===== src/dbg_pkg.sv =====
/*
  Constants for the debug pin and error flag block: register offsets, field positions,
  pin source selections and reset values.
  Assumes a simple strobe register port and a single clock domain.
*/
package dbg_pkg;

  localparam int unsigned ADDR_W = 4;
  localparam int unsigned DATA_W = 32;

  // register offsets (byte addresses, one word each)
  localparam logic [ADDR_W-1:0] OFS_PIN_CFG  = 4'h0;
  localparam logic [ADDR_W-1:0] OFS_OUT_PINS = 4'h4;
  localparam logic [ADDR_W-1:0] OFS_STATUS   = 4'h8;
  localparam logic [ADDR_W-1:0] OFS_MASK     = 4'hC;

  // pin configuration: per pin a 4-bit field at 4*i
  // bits [2:0] source select, bit [3] output enable
  localparam int unsigned NUM_DBG_PINS = 3;
  localparam int unsigned CFG_FIELD_W  = 4;
  localparam int unsigned CFG_SEL_W    = 3;
  localparam int unsigned CFG_OE_BIT   = 3;
  // software output level of debug pins at bits [18:16]
  localparam int unsigned CFG_LVL_POS  = 16;

  localparam logic [CFG_SEL_W-1:0] SEL_SOFT   = 3'h0;
  localparam logic [CFG_SEL_W-1:0] SEL_TX_EN  = 3'h1;
  localparam logic [CFG_SEL_W-1:0] SEL_RX_DV  = 3'h2;
  localparam logic [CFG_SEL_W-1:0] SEL_TX_CLK = 3'h3;
  localparam logic [CFG_SEL_W-1:0] SEL_RX_CLK = 3'h4;

  // output-only pins: bit 0 -> three, bit 1 -> four
  localparam int unsigned NUM_OUT_PINS = 2;

  // error flag positions in status and mask
  localparam int unsigned NUM_FLAGS      = 6;
  localparam int unsigned FLG_RX_MISUSE  = 0;
  localparam int unsigned FLG_TX_MISUSE  = 1;
  localparam int unsigned FLG_TX_STS_FUL = 2;
  localparam int unsigned FLG_RX_STS_FUL = 3;
  localparam int unsigned FLG_TX_STS_OVF = 4;
  localparam int unsigned FLG_TX_DAT_OVR = 5;

  localparam logic [DATA_W-1:0]    RST_PIN_CFG  = 32'h0000_0000;
  localparam logic [NUM_OUT_PINS-1:0] RST_OUT_PINS = 2'h0;
  localparam logic [NUM_FLAGS-1:0] RST_MASK     = 6'h00;

  // synchroniser depth for pin and foreign-clock inputs
  localparam int unsigned SYNC_STAGES = 2;

endpackage


===== src/dbg_sync.sv =====
/*
  Two-flop synchroniser for a bus of asynchronous levels.
  Assumes the caller reads only the output; the first stage feeds the second alone.
*/
`timescale 1ns/1ps
module dbg_sync #(
  parameter int unsigned WIDTH = 1
) (
  input  wire logic             mclk,
  input  wire logic             rst,
  input  wire logic             ce,
  input  wire logic [WIDTH-1:0] async_in,
  output logic      [WIDTH-1:0] sync_out
);
  logic [WIDTH-1:0] meta;

  always_ff @(posedge mclk) begin
    if (rst) begin
      meta     <= '0;
      sync_out <= '0;
    end else if (ce) begin
      meta     <= async_in;
      sync_out <= meta;
    end
  end
endmodule


===== src/dbg_pins.sv =====
/*
  Debug observation pins and error flags: three configurable debug pins, two output-only
  pins, sticky error status with mask and an active-low interrupt output.
  Assumes MAC signals and media clocks arrive asynchronous to mclk and are synchronised
  here; error events come as one-cycle pulses already on mclk.
*/
// Our own choices: the placing of the registers and the plain strobed port.
// Contract
// three debug pins, each software configurable
// two output-only pins follow software level
// debug pin can carry transmit enable
// debug pin can carry receive data valid
// media transmit/receive clocks routable to pins
// FIFO misuse raises rx/tx error flag
// transmit status FIFO full raises flag
// receive status FIFO full raises flag
// flags sticky until cleared; mask gates interrupt
`timescale 1ns/1ps
module dbg_pins
  import dbg_pkg::*;
(
  input  wire logic                    mclk,
  input  wire logic                    rst,
  input  wire logic                    ce,
  // register port
  input  wire logic [ADDR_W-1:0]       reg_addr,
  input  wire logic [DATA_W-1:0]       reg_wdata,
  input  wire logic                    reg_wr,
  input  wire logic                    reg_rd,
  output logic      [DATA_W-1:0]       reg_rdata,
  // MAC observation sources (asynchronous to mclk)
  input  wire logic                    mac_tx_en,
  input  wire logic                    mac_rx_dv,
  input  wire logic                    media_tx_clk,
  input  wire logic                    media_rx_clk,
  // error events, one-cycle pulses on mclk
  input  wire logic                    rx_misuse_evt,
  input  wire logic                    tx_misuse_evt,
  input  wire logic                    tx_status_full_evt,
  input  wire logic                    rx_status_full_evt,
  input  wire logic                    tx_status_overflow_evt,
  input  wire logic                    tx_data_overrun_evt,
  // debug pins, two-way
  input  wire logic                    debug_pin_one_in,
  output logic                         debug_pin_one_out,
  output logic                         debug_pin_one_oe,
  input  wire logic                    debug_pin_two_in,
  output logic                         debug_pin_two_out,
  output logic                         debug_pin_two_oe,
  input  wire logic                    debug_pin_extra_in,
  output logic                         debug_pin_extra_out,
  output logic                         debug_pin_extra_oe,
  // output-only pins
  output logic                         output_pin_three,
  output logic                         output_pin_four,
  output logic                         interrupt_out_n
);

  logic [DATA_W-1:0]       pin_cfg;
  logic [NUM_OUT_PINS-1:0] out_pins;
  logic [NUM_FLAGS-1:0]    status;
  logic [NUM_FLAGS-1:0]    mask;

  // synchronised sources: tx_en, rx_dv, tx_clk, rx_clk
  logic [3:0] src_sync;
  // synchronised pin input levels
  logic [NUM_DBG_PINS-1:0] pin_in_sync;

  dbg_sync #(
    .WIDTH(4)
  ) u_src_sync (
    .mclk    (mclk),
    .rst     (rst),
    .ce      (ce),
    .async_in({media_rx_clk, media_tx_clk, mac_rx_dv, mac_tx_en}),
    .sync_out(src_sync)
  );

  dbg_sync #(
    .WIDTH(NUM_DBG_PINS)
  ) u_pin_sync (
    .mclk    (mclk),
    .rst     (rst),
    .ce      (ce),
    .async_in({debug_pin_extra_in, debug_pin_two_in, debug_pin_one_in}),
    .sync_out(pin_in_sync)
  );

  // register decode
  wire wr_cfg    = reg_wr && (reg_addr == OFS_PIN_CFG);
  wire wr_out    = reg_wr && (reg_addr == OFS_OUT_PINS);
  wire wr_status = reg_wr && (reg_addr == OFS_STATUS);
  wire wr_mask   = reg_wr && (reg_addr == OFS_MASK);

  // status read shows flags; pin read shows live synchronised inputs in bits [2:0]
  wire [DATA_W-1:0] rd_cfg_word =
    {pin_cfg[DATA_W-1:8], 5'h00, pin_in_sync};
  wire [DATA_W-1:0] rd_mux =
    (reg_addr == OFS_PIN_CFG)  ? rd_cfg_word :
    (reg_addr == OFS_OUT_PINS) ? {{(DATA_W-NUM_OUT_PINS){1'b0}}, out_pins} :
    (reg_addr == OFS_STATUS)   ? {{(DATA_W-NUM_FLAGS){1'b0}}, status} :
    (reg_addr == OFS_MASK)     ? {{(DATA_W-NUM_FLAGS){1'b0}}, mask} :
                                 {DATA_W{1'b0}};

  // event vector in flag order
  wire [NUM_FLAGS-1:0] evt = {
    tx_data_overrun_evt,     // FLG_TX_DAT_OVR
    tx_status_overflow_evt,  // FLG_TX_STS_OVF
    rx_status_full_evt,
    tx_status_full_evt,
    tx_misuse_evt,
    rx_misuse_evt
  };

  // set wins over a write-one clear in the same cycle
  wire [NUM_FLAGS-1:0] clr = wr_status ? reg_wdata[NUM_FLAGS-1:0] : {NUM_FLAGS{1'b0}};
  wire [NUM_FLAGS-1:0] next_status = (status & ~clr) | evt;
  wire next_irq_n = ~|(next_status & (wr_mask ? reg_wdata[NUM_FLAGS-1:0] : mask));

  // per-pin source select and drive
  logic [NUM_DBG_PINS-1:0] next_pin_out;
  logic [NUM_DBG_PINS-1:0] next_pin_oe;
  logic [DATA_W-1:0]       next_cfg;
  assign next_cfg = wr_cfg ? reg_wdata : pin_cfg;

  genvar gi;
  generate
    for (gi = 0; gi < NUM_DBG_PINS; gi++) begin : g_pin
      wire [CFG_SEL_W-1:0] sel = next_cfg[gi*CFG_FIELD_W +: CFG_SEL_W];
      wire soft_lvl = next_cfg[CFG_LVL_POS + gi];
      assign next_pin_oe[gi] = next_cfg[gi*CFG_FIELD_W + CFG_OE_BIT];
      assign next_pin_out[gi] =
        (sel == SEL_TX_EN)  ? src_sync[0] :
        (sel == SEL_RX_DV)  ? src_sync[1] :
        (sel == SEL_TX_CLK) ? src_sync[2] :
        (sel == SEL_RX_CLK) ? src_sync[3] :
                              soft_lvl;
    end
  endgenerate

  wire [NUM_OUT_PINS-1:0] next_out_pins =
    wr_out ? reg_wdata[NUM_OUT_PINS-1:0] : out_pins;

  always_ff @(posedge mclk) begin
    if (rst) begin
      pin_cfg  <= RST_PIN_CFG;
      out_pins <= RST_OUT_PINS;
      mask     <= RST_MASK;
      status   <= '0;
    end else if (ce) begin
      pin_cfg  <= next_cfg;
      out_pins <= next_out_pins;
      status   <= next_status;
      if (wr_mask) begin
        mask <= reg_wdata[NUM_FLAGS-1:0];
      end
    end
  end

  // outputs straight from flops
  always_ff @(posedge mclk) begin
    if (rst) begin
      reg_rdata           <= '0;
      debug_pin_one_out   <= 1'b0;
      debug_pin_two_out   <= 1'b0;
      debug_pin_extra_out <= 1'b0;
      debug_pin_one_oe    <= 1'b0;
      debug_pin_two_oe    <= 1'b0;
      debug_pin_extra_oe  <= 1'b0;
      output_pin_three    <= 1'b0;
      output_pin_four     <= 1'b0;
      interrupt_out_n     <= 1'b1;
    end else if (ce) begin
      reg_rdata           <= reg_rd ? rd_mux : '0;
      debug_pin_one_out   <= next_pin_out[0];
      debug_pin_two_out   <= next_pin_out[1];
      debug_pin_extra_out <= next_pin_out[2];
      debug_pin_one_oe    <= next_pin_oe[0];
      debug_pin_two_oe    <= next_pin_oe[1];
      debug_pin_extra_oe  <= next_pin_oe[2];
      output_pin_three    <= next_out_pins[0];
      output_pin_four     <= next_out_pins[1];
      interrupt_out_n     <= next_irq_n;
    end
  end

endmodule


===== config.mk =====
export PLATFORM = sky130hd
export DESIGN_NAME = dbg_pins
export DESIGN_NICKNAME = d
export VERILOG_FILES = /design/src/dbg_pkg.sv /design/src/dbg_sync.sv /design/src/dbg_pins.sv
export SDC_FILE = /design/constraint.sdc
export NUM_CORES = 1
export LEC_CHECK = 0
export ABC_AREA = 0
export BUFFER_PORTS_ARGS = -buffer_cell sky130_fd_sc_hd__buf_4
export CORE_MARGIN = 10
export CORE_UTILIZATION = 58
export CTS_CLUSTER_DIAMETER = 80
export DETAILED_ROUTE_END_ITERATION = 10
export GPL_ROUTABILITY_DRIVEN = 1
export GPL_TIMING_DRIVEN = 0
export PLACE_DENSITY = 0.86
export SYNTH_ARGS = -nofsm -noshare
export SYNTH_HDL_FRONTEND = slang
export SYNTH_SLANG_ARGS = --single-unit

===== constraint.sdc =====
create_clock -name mclk -period 5.84 [get_ports mclk]
set_clock_uncertainty 0.1 [all_clocks]
set_input_delay 0.876 -clock mclk [delete_from_list [all_inputs] [get_ports mclk]]
set_output_delay 0.876 -clock mclk [all_outputs]
set_load 0.01 [all_outputs]

[Word-level counts from Yosys, hierarchy flattened]
Cells that the tools add are included.
Cells by class
  add/subtract/negate cells: 0
  eq/ne operators: 15
  multiplexer cells: 21
  shift-type cells: 0
  $lt $le $gt $ge: 0
  bitwise operators: 4
  reduce and logical (&&, ||, !) cells: 8
  divide/modulo/power cells: 0
  multiply operators: 0
Operator list (count)
  2-to-1 mux 32 bit: 2
  2-to-1 mux 6 bit: 5
  2-to-1 mux 19 bit: 1
  == test 3 x 2 -> 1 bit, second input constant: 6
  AND 6 bit: 2
  2-to-1 mux 1 bit: 12
  == test 3 x 1 -> 1 bit, second input constant: 3
  == test 3 bit, second input constant: 3
  == test 4 bit, second input constant: 2
  NOT 6 bit: 1
  OR 6 bit: 1
  OR reduction 6 bit: 1
  == test 4 x 3 -> 1 bit, second input constant: 1
  logical AND 1 bit: 4
  zero test 4 bit: 1
  2-to-1 mux 2 bit: 1
  AND reduction 2 bit: 1
  zero test 1 bit: 1
Storage, ports and cells
  memory bits (writable): 0
  logic and storage cells: 67
  output and inout bits: 41
  bits of input ports: 54
  register bits: 101
  memory bits (read-only): 0
  latch bits: 0
  memories: 0

[Logic depth before layout (Yosys ltp)]
Gate-level depths: netlist of run 1.
  depth in word-level cells: 9
  gate-level depth with buffers: 8
  gate-level depth less buffers: 5

[Hierarchy]
A second synthesis of run 1 with hierarchy kept.
Second synthesis, totals
  cell total of the unflattened synthesis: 469
  area, all modules: 4007.6 um^2
By module, submodules not included
  dbg_pins: sequential area each 1601.5 um^2, cells an instance 424, instances 1, area each 3508.4 um^2
  dbg_sync (u_src_sync): sequential area each 160.2 um^2, cells an instance 26, instances 1, area each 285.3 um^2
  dbg_sync (u_pin_sync): sequential area each 120.1 um^2, cells an instance 19, instances 1, area each 214.0 um^2

[Worst setup path after synthesis of run 1]
No wires, ideal clock.
  path kind: in2reg
  start: input port reg_addr[3]
  end: register debug_pin_two_out
  setup time: 132 ps
  slack: 3183 ps
  required time: 5608 ps
  stages: 7
  buffers on the path: 2
  arrival time: 2425 ps
  cells stage by stage: buf_6 > or4_1 > buf_2 > nor2_4 > mux2_1 > a221oi_1 > a211oi_1
On the way
  cells in the longest elaborated chain, start to end: 8
  elaborated cells on any way between the ends: 11
  classes of those cells: eq/ne (4); mux (5); reduce/logical (2)
Ends and longest elaborated chain
  start: declaration: RTL line dbg_pins.sv:26  | input wire logic [ADDR_W-1:0] reg_addr,
  zero test 4 bit *: RTL line dbg_pins.sv:90  | wire wr_cfg = reg_wr && (reg_addr == OFS_PIN_CFG);
  logical AND 1 bit *: RTL line dbg_pins.sv:90
  2-to-1 mux 19 bit *: RTL line dbg_pins.sv:124  | assign next_cfg = wr_cfg ? reg_wdata : pin_cfg;
  == test 3 bit: RTL line dbg_pins.sv:136  | (sel == SEL_RX_CLK) ? src_sync[3] :
  2-to-1 mux 1 bit: RTL line dbg_pins.sv:136
  2-to-1 mux 1 bit: RTL line dbg_pins.sv:135  | (sel == SEL_TX_CLK) ? src_sync[2] :
  2-to-1 mux 1 bit: RTL line dbg_pins.sv:134  | (sel == SEL_RX_DV) ? src_sync[1] :
  2-to-1 mux 1 bit *: RTL line dbg_pins.sv:133  | (sel == SEL_TX_EN) ? src_sync[0] :
  end signal: assignment: RTL line dbg_pins.sv:176  | debug_pin_two_out <= next_pin_out[1];
  end: declaration: RTL line dbg_pins.sv:48  | output logic debug_pin_two_out,
Every way passes the cells marked *; elsewhere a longest branch is shown, timed or not.
A chain may end at the register's enable or synchronous reset.

==> results by group, run 1 <==
Logic synthesis
  • Yosys reg bits: 94
  • Sequential element share of the synthesized area: 46.0%
  • Area share of the largest cell type after synthesis: 46.0%
  • Fraction of registers with async set/reset: 0%
  • Netlist cell types: 54
  • Top FF cell, synth: dfxtp_1
  • Gate Count Post-Synth: 484
  • Syn avg cell area: 8.45 um2
  • Cell Area, Synth: 4090 um2
  • Warnings, synthesis: 0
  • Leading area contributor after synthesis: dfxtp_1
  • Most numerous cell in the Yosys netlist: dfxtp_1
  • Commonest cells in the netlist: 94 x dfxtp_1, 77 x nand2_1, 67 x nor2_1
  • Ranking of synthesized cells by area: dfxtp_1 46%, nand2_1 7.1%, nor2_1 6.1%
  • Post-synth EDFFs: 0

Worst hold path
  • Hold worst-path end: pin_cfg[22]
  • Hold Path Stages: 2
  • Worst Hold Launch: pin_cfg[22]
  • Type of the worst min-delay path: flip-flop to flip-flop

Drt
  • Antenna Nets Post-Route: 0
  • DR vias: 3,979
  • DRT iter0 DRCs: 262
  • Overall routed net length: 12.1 mm
  • Mean routed wirelength per cell: 17.6 um
  • Pre-antenna DRT Iters: 5
  • Number of remaining DRC errors: 0
  • Via density: 5.80

Critical path
  • Reg2reg end: debug_pin_two_out
  • R2R cell count: 5
  • Crit-path cells: clkbuf_1 > and3_1 > nor3b_2 > clkbuf_1 > a22oi_1 > nor2_1
  • Critical Path RT: 6.04 ns
  • Max Fanout on Critical Path: 10
  • Setup CP Type: input port to flip-flop
  • Reg2reg start: pin_cfg[4]
  • CP max stage delay: 0.67 ns
  • Critical Path AT: 3.05 ns
  • Most common cell on crit path: clkbuf_1
  • Critical Path Source: ce
  • Startpoint Class: input port
  • Critical path endpoint category: flip-flop
  • Slowest CP cell: nor3b_2
  • Setup slack, reg-to-reg: 4.14 ns

Timing
  • Final Hold Fails: 0
  • RSZ-0062 raised after global routing: no
  • Fin crit share: 48.9%
  • Post-route minimum period: 2.86 ns
  • Post-route setup slack: 2.98 ns
  • Setup tns final: 0 ns
  • Worst-margin pin slew: 0.791 ns
  • Max Fclk: 350 MHz
  • Endpoints failing setup: 0
  • Worst slew margin: 47.1%
  • Final count of pins violating max slew: 0

Floorplanning
  • Starting Density: 59.9%
  • DIE WIDTH: 104 um
  • Die footprint: 10,800 um2
  • Core region area: 6830 um2
  • # rows: 30
  • Height of the die: 104 um
  • I/O pin count: 95

Clocking
  • Longest Clk Path Bufs: 2
  • CTS buffer count: 9
  • Hold_buf cts: 0
  • Buffer count from post-CTS setup fixing: 0
  • Worst-path clk slew: 0.11 ns
  • Post-CTS sizing: 0
  • Latest clock arrival within the worst-skew pair: 0.37 ns
  • Clk sink count: 94
  • H-tree levels: 3
  • CTS tree: yes
  • Root buffer cell: clkbuf_8

GRT
  • Vias in the first global route: 3,909
  • First-pass GRT wire length: 19.5 mm
  • GRT overflow: 0
  • Antenna violations before repair: 0
  • All-Layer GR Usage: 21.4%
  • Largest net degree at the start of global routing: 20

Final layout
  • Register area: 1880 um2
  • Fill count: 539
  • Area grow syn2layout: 24.2%
  • Multi-input gate area: 2020 um2
  • Fin nets: 639
  • Diode count: 0
  • Layout cells sized above 1: 21.5%

Power and ir drop
  • Combinational power share: 9.6%
  • Sw Ratio: 27.4%
  • Worst VDD drop: 167 uV
  • Clock Power Share: 35.4%
  • P_sw: 329 uW
  • PwrDens: 236 nW/um2
  • Sequential share of power: 55.0%
  • Lkg Pwr: 2.02 nW
  • Internal Power: 870 uW

Placement
  • GPL Wtd Cong: 0.952
  • Hpwl dp: 8.76 mm
  • IO Port Bufs: 89
  • Dpl ws: 2.66 ns

Run
  • Max-cap violations: 0

Outcome
  • Outcome: completed
## worst max-delay path, delay by kind of cell
family | cells | cell delay, ns
AND/OR/NAND/NOR | 3 | 1.10
buffers and inverters | 2 | 0.93
AO/OA/AOI/OAI | 1 | 0.13
## state kept, by name, indices dropped and copies added, names as in the netlist
name                 flops
debug_pin_one_out        1
out_pins                 2
debug_pin_extra_out      1
u_pin_sync.sync_out      3
status                   6
interrupt_out_n          1
u_src_sync.sync_out      4
pin_cfg                 32
u_src_sync.meta          4
debug_pin_two_out        1
u_pin_sync.meta          3
reg_rdata               30
mask                     6
## power by group through the flow
| stage | clock network (mW) | logic, mW | registers [mW] |
|---|---|---|---|
| final | 0.424 | 0.116 | 0.659 |
| after floorplan | 0 | 0.0593 | 0.671 |
| after global placement | 0 | 0.111 | 0.673 |
| after detailed placement | 0 | 0.113 | 0.674 |
| after global routing | 0.457 | 0.125 | 0.660 |
| after CTS | 0.427 | 0.114 | 0.659 |
## logic make-up (layout without fill, tap and decap cells)
family	after synthesis	count (layout)	share of synthesized area, %
AND/OR/NAND/NOR	194	194	21.3
AO/OA/AOI/OAI	115	115	18.1
flip-flops	94	94	46.0
buffers and inverters	43	148	4.62
multiplexers	32	32	8.81
XOR/XNOR	5	5	1.07
other	1	2	0.0917
## metal layers
layer  GRT usage, %  share of wire (%)
met1           27.0                 42
met2           34.0                 48
met3           4.34                6.4
met4           10.2                3.4
met5              0                  0
## how the worst max path moves through the flow
stage,endpoint,slack (ns),depth (start not counted)
6_report,reg_rdata[27],2.98,6
3_5_place_dp,reg_rdata[28],2.66,6
4_1_cts,reg_rdata[27],3.05,6
2_1_floorplan,debug_pin_two_out,3.18,7
5_1_grt,reg_rdata[27],2.84,6
3_3_place_gp,reg_rdata[23],2.70,6
## final cells by class
class                      count  share of cell area [%]
buffer                        33                    2.98
clock buffer                   9                    2.44
clock inverter                 7                    1.48
inverter                      10                   0.739
multi-input combinational    348                    39.8
sequential                    94                    37.0
tap                           96                    2.36
timing repair buffer          89                    13.1
## cells in the final DEF (no fill, tap or decap), drive strengths merged, types with 4 or more instances in the layout
cell / instances
buf: 99
dfxtp: 94
nand2: 77
nor2: 68
a21oi: 47
clkbuf: 32
a22oi: 29
mux2i: 24
o21ai: 16
nor3: 15
inv: 11
nor4: 6
mux2: 6
nand3: 5
xnor2: 5
clkinv: 5
or4: 4
nor3b: 4
## metrics by stage
stage / hold WS, ns / util, % / cells / instance area [um2] / power, mW
2_1_floorplan: 0.336 / - / 485 / 4090 / 0.731
3_3_place_gp: 0.342 / 71.5 / 670 / 4880 / 0.784
3_5_place_dp: 0.347 / 71.5 / 670 / 4880 / 0.787
4_1_cts: 0.360 / 74.4 / 686 / 5080 / 1.20
5_1_grt: 0.382 / 74.4 / 686 / 5080 / 1.24
6_report: 0.364 / 74.4 / 686 / 5080 / 1.20
Power figures use the tool's default switching activity.
==> run 2: changes to the inputs <==
Settings changed: CORE_UTILIZATION 58 to 53, PLACE_DENSITY 0.86 to 0.8.
Clock period 5.84 ns to 2.9 ns, I/O delays scaled along.
==> results by group, run 2 (synthesis results as in run 1) <==
Clocking
  • Worst-path clk slew: 0.10 ns (about the same)
  • CTS tree: yes
  • CTS buffer count: 9 (unchanged)
  • Latest clock arrival within the worst-skew pair: 0.37 ns (about the same)
  • H-tree levels: 3 (unchanged)
  • Post-CTS sizing: 0 (unchanged)
  • Hold_buf cts: 0 (unchanged)
  • Clk sink count: 94 (unchanged)
  • Root buffer cell: clkbuf_8
  • Longest Clk Path Bufs: 2 (unchanged)
  • Buffer count from post-CTS setup fixing: 0 (unchanged)

Critical path
  • Reg2reg start: pin_cfg[4]
  • Critical Path AT: 2.69 ns (-0.36 ns)
  • Max Fanout on Critical Path: 10 (unchanged)
  • CP max stage delay: 0.71 ns (+0.04 ns)
  • Startpoint Class: input port
  • Most common cell on crit path: clkbuf_1
  • Critical Path Source: ce
  • Crit-path cells: clkbuf_1 > and3_1 > nor3b_2 > clkbuf_1 > a22oi_1 > nor2_1
  • Slowest CP cell: nor3b_2
  • Setup CP Type: input port to flip-flop
  • Critical path endpoint category: flip-flop
  • Critical Path RT: 3.10 ns (-2.94 ns)

Final layout
  • Biggest register: pin_cfg
  • Commonest non-fill, non-tap cells in the layout: 94 x dfxtp_1, 91 x buf_4, 77 x nand2_1, 67 x nor2_1, 47 x a21oi_1
  • Largest registers: pin_cfg: 32 flops, reg_rdata: 30 flops
  • Multi-input gate area: 2020 um2 (unchanged)
  • Diode count: 0 (unchanged)
  • Area grow syn2layout: 23.9%
  • Register area: 1880 um2 (unchanged)
  • Fin nets: 639 (unchanged)
  • Layout cells sized above 1: 21.4% (-0.17 points)
  • Commonest non-fill, non-tap cell in the layout: dfxtp_1
  • Largest register FFs: 32 (unchanged)
  • Fill count: 642 (+19%)

Floorplanning
  • DIE WIDTH: 108 um (+3.7%)
  • Die footprint: 11,600 um2 (+7.6%)
  • Height of the die: 108 um (+3.7%)
  • Starting Density: 55.5% (-4.4 points)
  • I/O pin count: 95 (unchanged)
  • # rows: 31 (+3.3%)
  • Core region area: 7370 um2 (+7.9%)

Power and ir drop
  • Combinational power share: 9.8% (+0.2 points)
  • Lkg Pwr: 2.00 nW (-0.63%)
  • P_sw: 647 uW (+97%)
  • Sequential share of power: 55.6% (+0.6 points)
  • PwrDens: 471 nW/um2 (+100%)
  • Internal Power: 1.74 mW (+100%)
  • Clock Power Share: 34.5% (-0.9 points)
  • Worst VDD drop: 337 uV (+100%)
  • Sw Ratio: 27.1% (-0.30 points)

Timing
  • Fin crit share: 85.8%
  • RSZ-0062 raised after global routing: no
  • Endpoints failing setup: 0 (unchanged)
  • Worst-margin pin slew: 0.836 ns (+0.0453 ns)
  • Max Fclk: 402 MHz
  • Post-route minimum period: 2.49 ns
  • Setup tns final: 0 ns (unchanged)
  • Final count of pins violating max slew: 0 (unchanged)
  • Final Hold Fails: 0 (unchanged)
  • Worst slew margin: 44.0% (-3.0 points)
  • Final hold slack: 0.201 ns (-0.162 ns)

GRT
  • Largest net degree at the start of global routing: 18 (-10%)
  • Antenna violations before repair: 0 (unchanged)
  • GRT overflow: 0 (unchanged)
  • All-Layer GR Usage: 20.5% (-0.88 points)
  • Vias in the first global route: 3,910 (+0.026%)
  • First-pass GRT wire length: 19.4 mm (-0.32%)

Placement
  • IO Port Bufs: 89 (unchanged)
  • Hpwl dp: 8.88 mm (+1.4%)
  • GPL Wtd Cong: 0.891 (-6.4%)

Drt
  • Overall routed net length: 12.3 mm (+2.0%)
  • Via density: 5.80 (about the same)
  • Pre-antenna DRT Iters: 7 (+2)
  • DRT iter0 DRCs: 354 (+35%)
  • DR vias: 3,994 (+0.38%)
  • Antenna Nets Post-Route: 0 (unchanged)
  • Number of remaining DRC errors: 0 (unchanged)
  • Mean routed wirelength per cell: 17.9 um (+1.6%)

Worst hold path
  • Worst Hold Launch: reg_wdata[25]
  • Type of the worst min-delay path: input port to flip-flop

Outcome
  • Outcome: completed

Run
  • Max-cap violations: 0 (unchanged)
[run 2: area by class of cell]
cell class	count	share of cell area, %
sequential	94	37.1
multi-input combinational	348	39.9
clock buffer	10	2.52
buffer	33	2.99
clock inverter	6	1.04
tap	99	2.45
inverter	10	0.741
timing repair buffer	89	13.2
[run 2: worst paths after layout]
check | end | slack, ns | depth (start not counted)
worst max-delay path | reg_rdata[27] | 0.41 | 6
worst min-delay path | pin_cfg[25] | 0.20 | 3
worst min register to register | pin_cfg[21] | 0.36 | 2
worst max register to register | debug_pin_two_out | 1.18 | 5
[run 2: critical path: cells and delay by family]
kind                   cells  cell delay, ns
AND/OR/NAND/NOR            3            1.15
buffers and inverters      2            0.96
AO/OA/AOI/OAI              1            0.14
[run 2: power groups by stage]
stage | clock (mW) | combinational [mW] | sequential [mW]
global route | 0.882 | 0.253 | 1.33
detailed placement | 0 | 0.229 | 1.36
finish | 0.824 | 0.234 | 1.33
CTS | 0.833 | 0.230 | 1.33
floorplan | 0 | 0.119 | 1.35
global placement | 0 | 0.224 | 1.36
[run 2: metrics by stage]
step | cell area, um2 | util [%] | total power [mW] | setup slack, ns | std cells
final | 5070 | 68.7 | 2.39 | 0.411 | 689
after floorplan | 4090 | - | 1.47 | 0.684 | 485
after global placement | 4890 | 66.3 | 1.58 | 0.182 | 673
after CTS | 5070 | 68.7 | 2.39 | 0.481 | 689
after global routing | 5070 | 68.7 | 2.46 | 0.274 | 689
after detailed placement | 4890 | 66.3 | 1.59 | 0.147 | 673
[run 2: per-layer routing]
layer	vias up	track usage, %	wire (um)	part of all wire [%]
met5	-	0	0	0
met4	0	8.87	296	2.4
met3	28	5.27	1120	9.1
met2	195	32.0	5700	46
met1	1869	26.1	5190	42
li1	1902	-	-	-
==> run 3: changes to the inputs <==
Settings changed: GPL_TIMING_DRIVEN 0 to 1.
==> results by group, run 3 (synthesis results as in run 1) <==
Drt
  • DR vias: 3,873 (-3.0%)
  • Mean routed wirelength per cell: 17.3 um (-2.8%)
  • Number of remaining DRC errors: 0 (unchanged)
  • Overall routed net length: 11.6 mm (-5.9%)
  • Via density: 5.81 (+0.17%)
  • DRT iter0 DRCs: 309 (-13%)
  • Antenna Nets Post-Route: 0 (unchanged)
  • Pre-antenna DRT Iters: 8 (+1)

Final layout
  • Fin nets: 617 (-3.4%)
  • Biggest register: pin_cfg
  • Register area: 1880 um2 (unchanged)
  • Largest register FFs: 32 (unchanged)
  • Multi-input gate area: 2030 um2 (+0.43%)
  • Fill count: 610 (-5.0%)
  • Diode count: 0 (unchanged)
  • Commonest non-fill, non-tap cell in the layout: buf_4
  • Commonest non-fill, non-tap cells in the layout: 99 x buf_4, 94 x dfxtp_1, 77 x nand2_1, 66 x nor2_1, 47 x a21oi_1
  • Largest registers: pin_cfg: 32 flops, reg_rdata: 30 flops
  • Layout cells sized above 1: 23.1% (+1.7 points)
  • Area grow syn2layout: 23.5%

Placement
  • GPL Wtd Cong: 0.904 (+1.5%)
  • IO Port Bufs: 92 (+3.4%)
  • Hpwl dp: 8.17 mm (-8.0%)
  • Dpl ws: 0.372 ns (+0.225 ns)

Clocking
  • CTS tree: yes
  • Worst-path clk slew: 0.10 ns (about the same)
  • Clk sink count: 94 (unchanged)
  • CTS buffer count: 9 (unchanged)
  • Hold_buf cts: 0 (unchanged)
  • Longest Clk Path Bufs: 2 (unchanged)
  • Post-CTS sizing: 0 (unchanged)
  • Root buffer cell: clkbuf_8
  • H-tree levels: 3 (unchanged)
  • Buffer count from post-CTS setup fixing: 0 (unchanged)
  • Latest clock arrival within the worst-skew pair: 0.37 ns (about the same)

Critical path
  • Max Fanout on Critical Path: 12 (+2)
  • Setup CP Type: input port to flip-flop
  • Critical path endpoint category: flip-flop
  • Critical Path AT: 2.30 ns (-0.39 ns)
  • Critical Path RT: 3.03 ns (-0.07 ns)
  • Startpoint Class: input port

Power and ir drop
  • PwrDens: 488 nW/um2 (+3.5%)
  • Worst VDD drop: 374 uV (+11%)
  • Lkg Pwr: 2.01 nW (+0.30%)

Timing
  • Endpoints failing setup: 0 (unchanged)
  • Worst-margin pin slew: 0.521 ns (-0.315 ns)
  • Max Fclk: 462 MHz (+15%)
  • Setup tns final: 0 ns (unchanged)
  • Post-route minimum period: 2.17 ns (-0.322 ns)
  • Fin crit share: 74.7% (-11 points)
  • Final Hold Fails: 0 (unchanged)
  • Final count of pins violating max slew: 0 (unchanged)
  • Worst slew margin: 65.3% (+21 points)
  • RSZ-0062 raised after global routing: no
  • Post-route setup slack: 0.734 ns (+0.322 ns)

Floorplanning
  • Core region area: 7370 um2 (unchanged)
  • Die footprint: 11,600 um2 (unchanged)
  • # rows: 31 (unchanged)
  • Height of the die: 108 um (unchanged)
  • Starting Density: 55.5% (unchanged)
  • I/O pin count: 95 (unchanged)
  • DIE WIDTH: 108 um (unchanged)

GRT
  • GRT overflow: 0 (unchanged)
  • All-Layer GR Usage: 19.6% (-0.95 points)
  • Largest net degree at the start of global routing: 56 (+38)
  • Vias in the first global route: 3,842 (-1.7%)
  • Antenna violations before repair: 0 (unchanged)
  • First-pass GRT wire length: 18.7 mm (-3.7%)

Run
  • Max-cap violations: 0 (unchanged)

Outcome
  • Outcome: completed

Worst hold path
  • Type of the worst min-delay path: input port to flip-flop
-- run 3: metrics by stage --
stage / area (um2) / utilization (%) / hold WS (ns) / power (mW) / cells
floorplan: 4090 / - / 0.336 / 1.47 / 485
global placement: 4840 / 65.7 / 0.341 / 1.57 / 651
detailed placement: 4840 / 65.7 / 0.346 / 1.57 / 651
CTS: 5050 / 68.6 / 0.191 / 2.48 / 667
global route: 5050 / 68.6 / 0.196 / 2.55 / 667
finish: 5050 / 68.6 / 0.198 / 2.46 / 667
-- run 3: area by class of cell --
| cell class | count | share of cell area, % |
|---|---|---|
| multi-input combinational | 348 | 40.2 |
| tap | 99 | 2.45 |
| timing repair buffer | 100 | 15.1 |
| clock inverter | 7 | 1.78 |
| clock buffer | 9 | 2.45 |
| inverter | 10 | 0.743 |
| sequential | 94 | 37.2 |
-- run 3: path summary, 6_finish.rpt --
check | startpoint | endpoint | slack [ns] | depth (start not counted)
setup / recovery | reg_addr[2] | debug_pin_two_out | 0.73 | 6
hold / removal | reg_wdata[22] | pin_cfg[22] | 0.20 | 3
setup reg to reg | pin_cfg[4] | debug_pin_two_out | 1.21 | 5
hold reg to reg | pin_cfg[29] | pin_cfg[29] | 0.36 | 2
-- run 3: power breakdown --
group	total [mW]	internal, mW	leakage, nW	switching [mW]
combinational	0.222	0.0980	1.15	0.124
sequential	1.33	1.31	0.761	0.0161
clock	0.914	0.417	0.101	0.497
-- run 3: critical path: stages --
cell and delay (ns):
buf_4 0.17, or4_1 0.72, nor2_4 0.28, mux2_1 0.35
a221oi_1 0.23, a211oi_1 0.11
-- run 3: metal layers --
metal / up-vias / GRT usage (%) / share of wire, %
li1: 1858 / - / -
met1: 1792 / 23.1 / 41
met2: 190 / 33.0 / 49
met3: 33 / 4.67 / 8.2
met4: 0 / 8.30 / 2.4
met5: - / 0 / 0
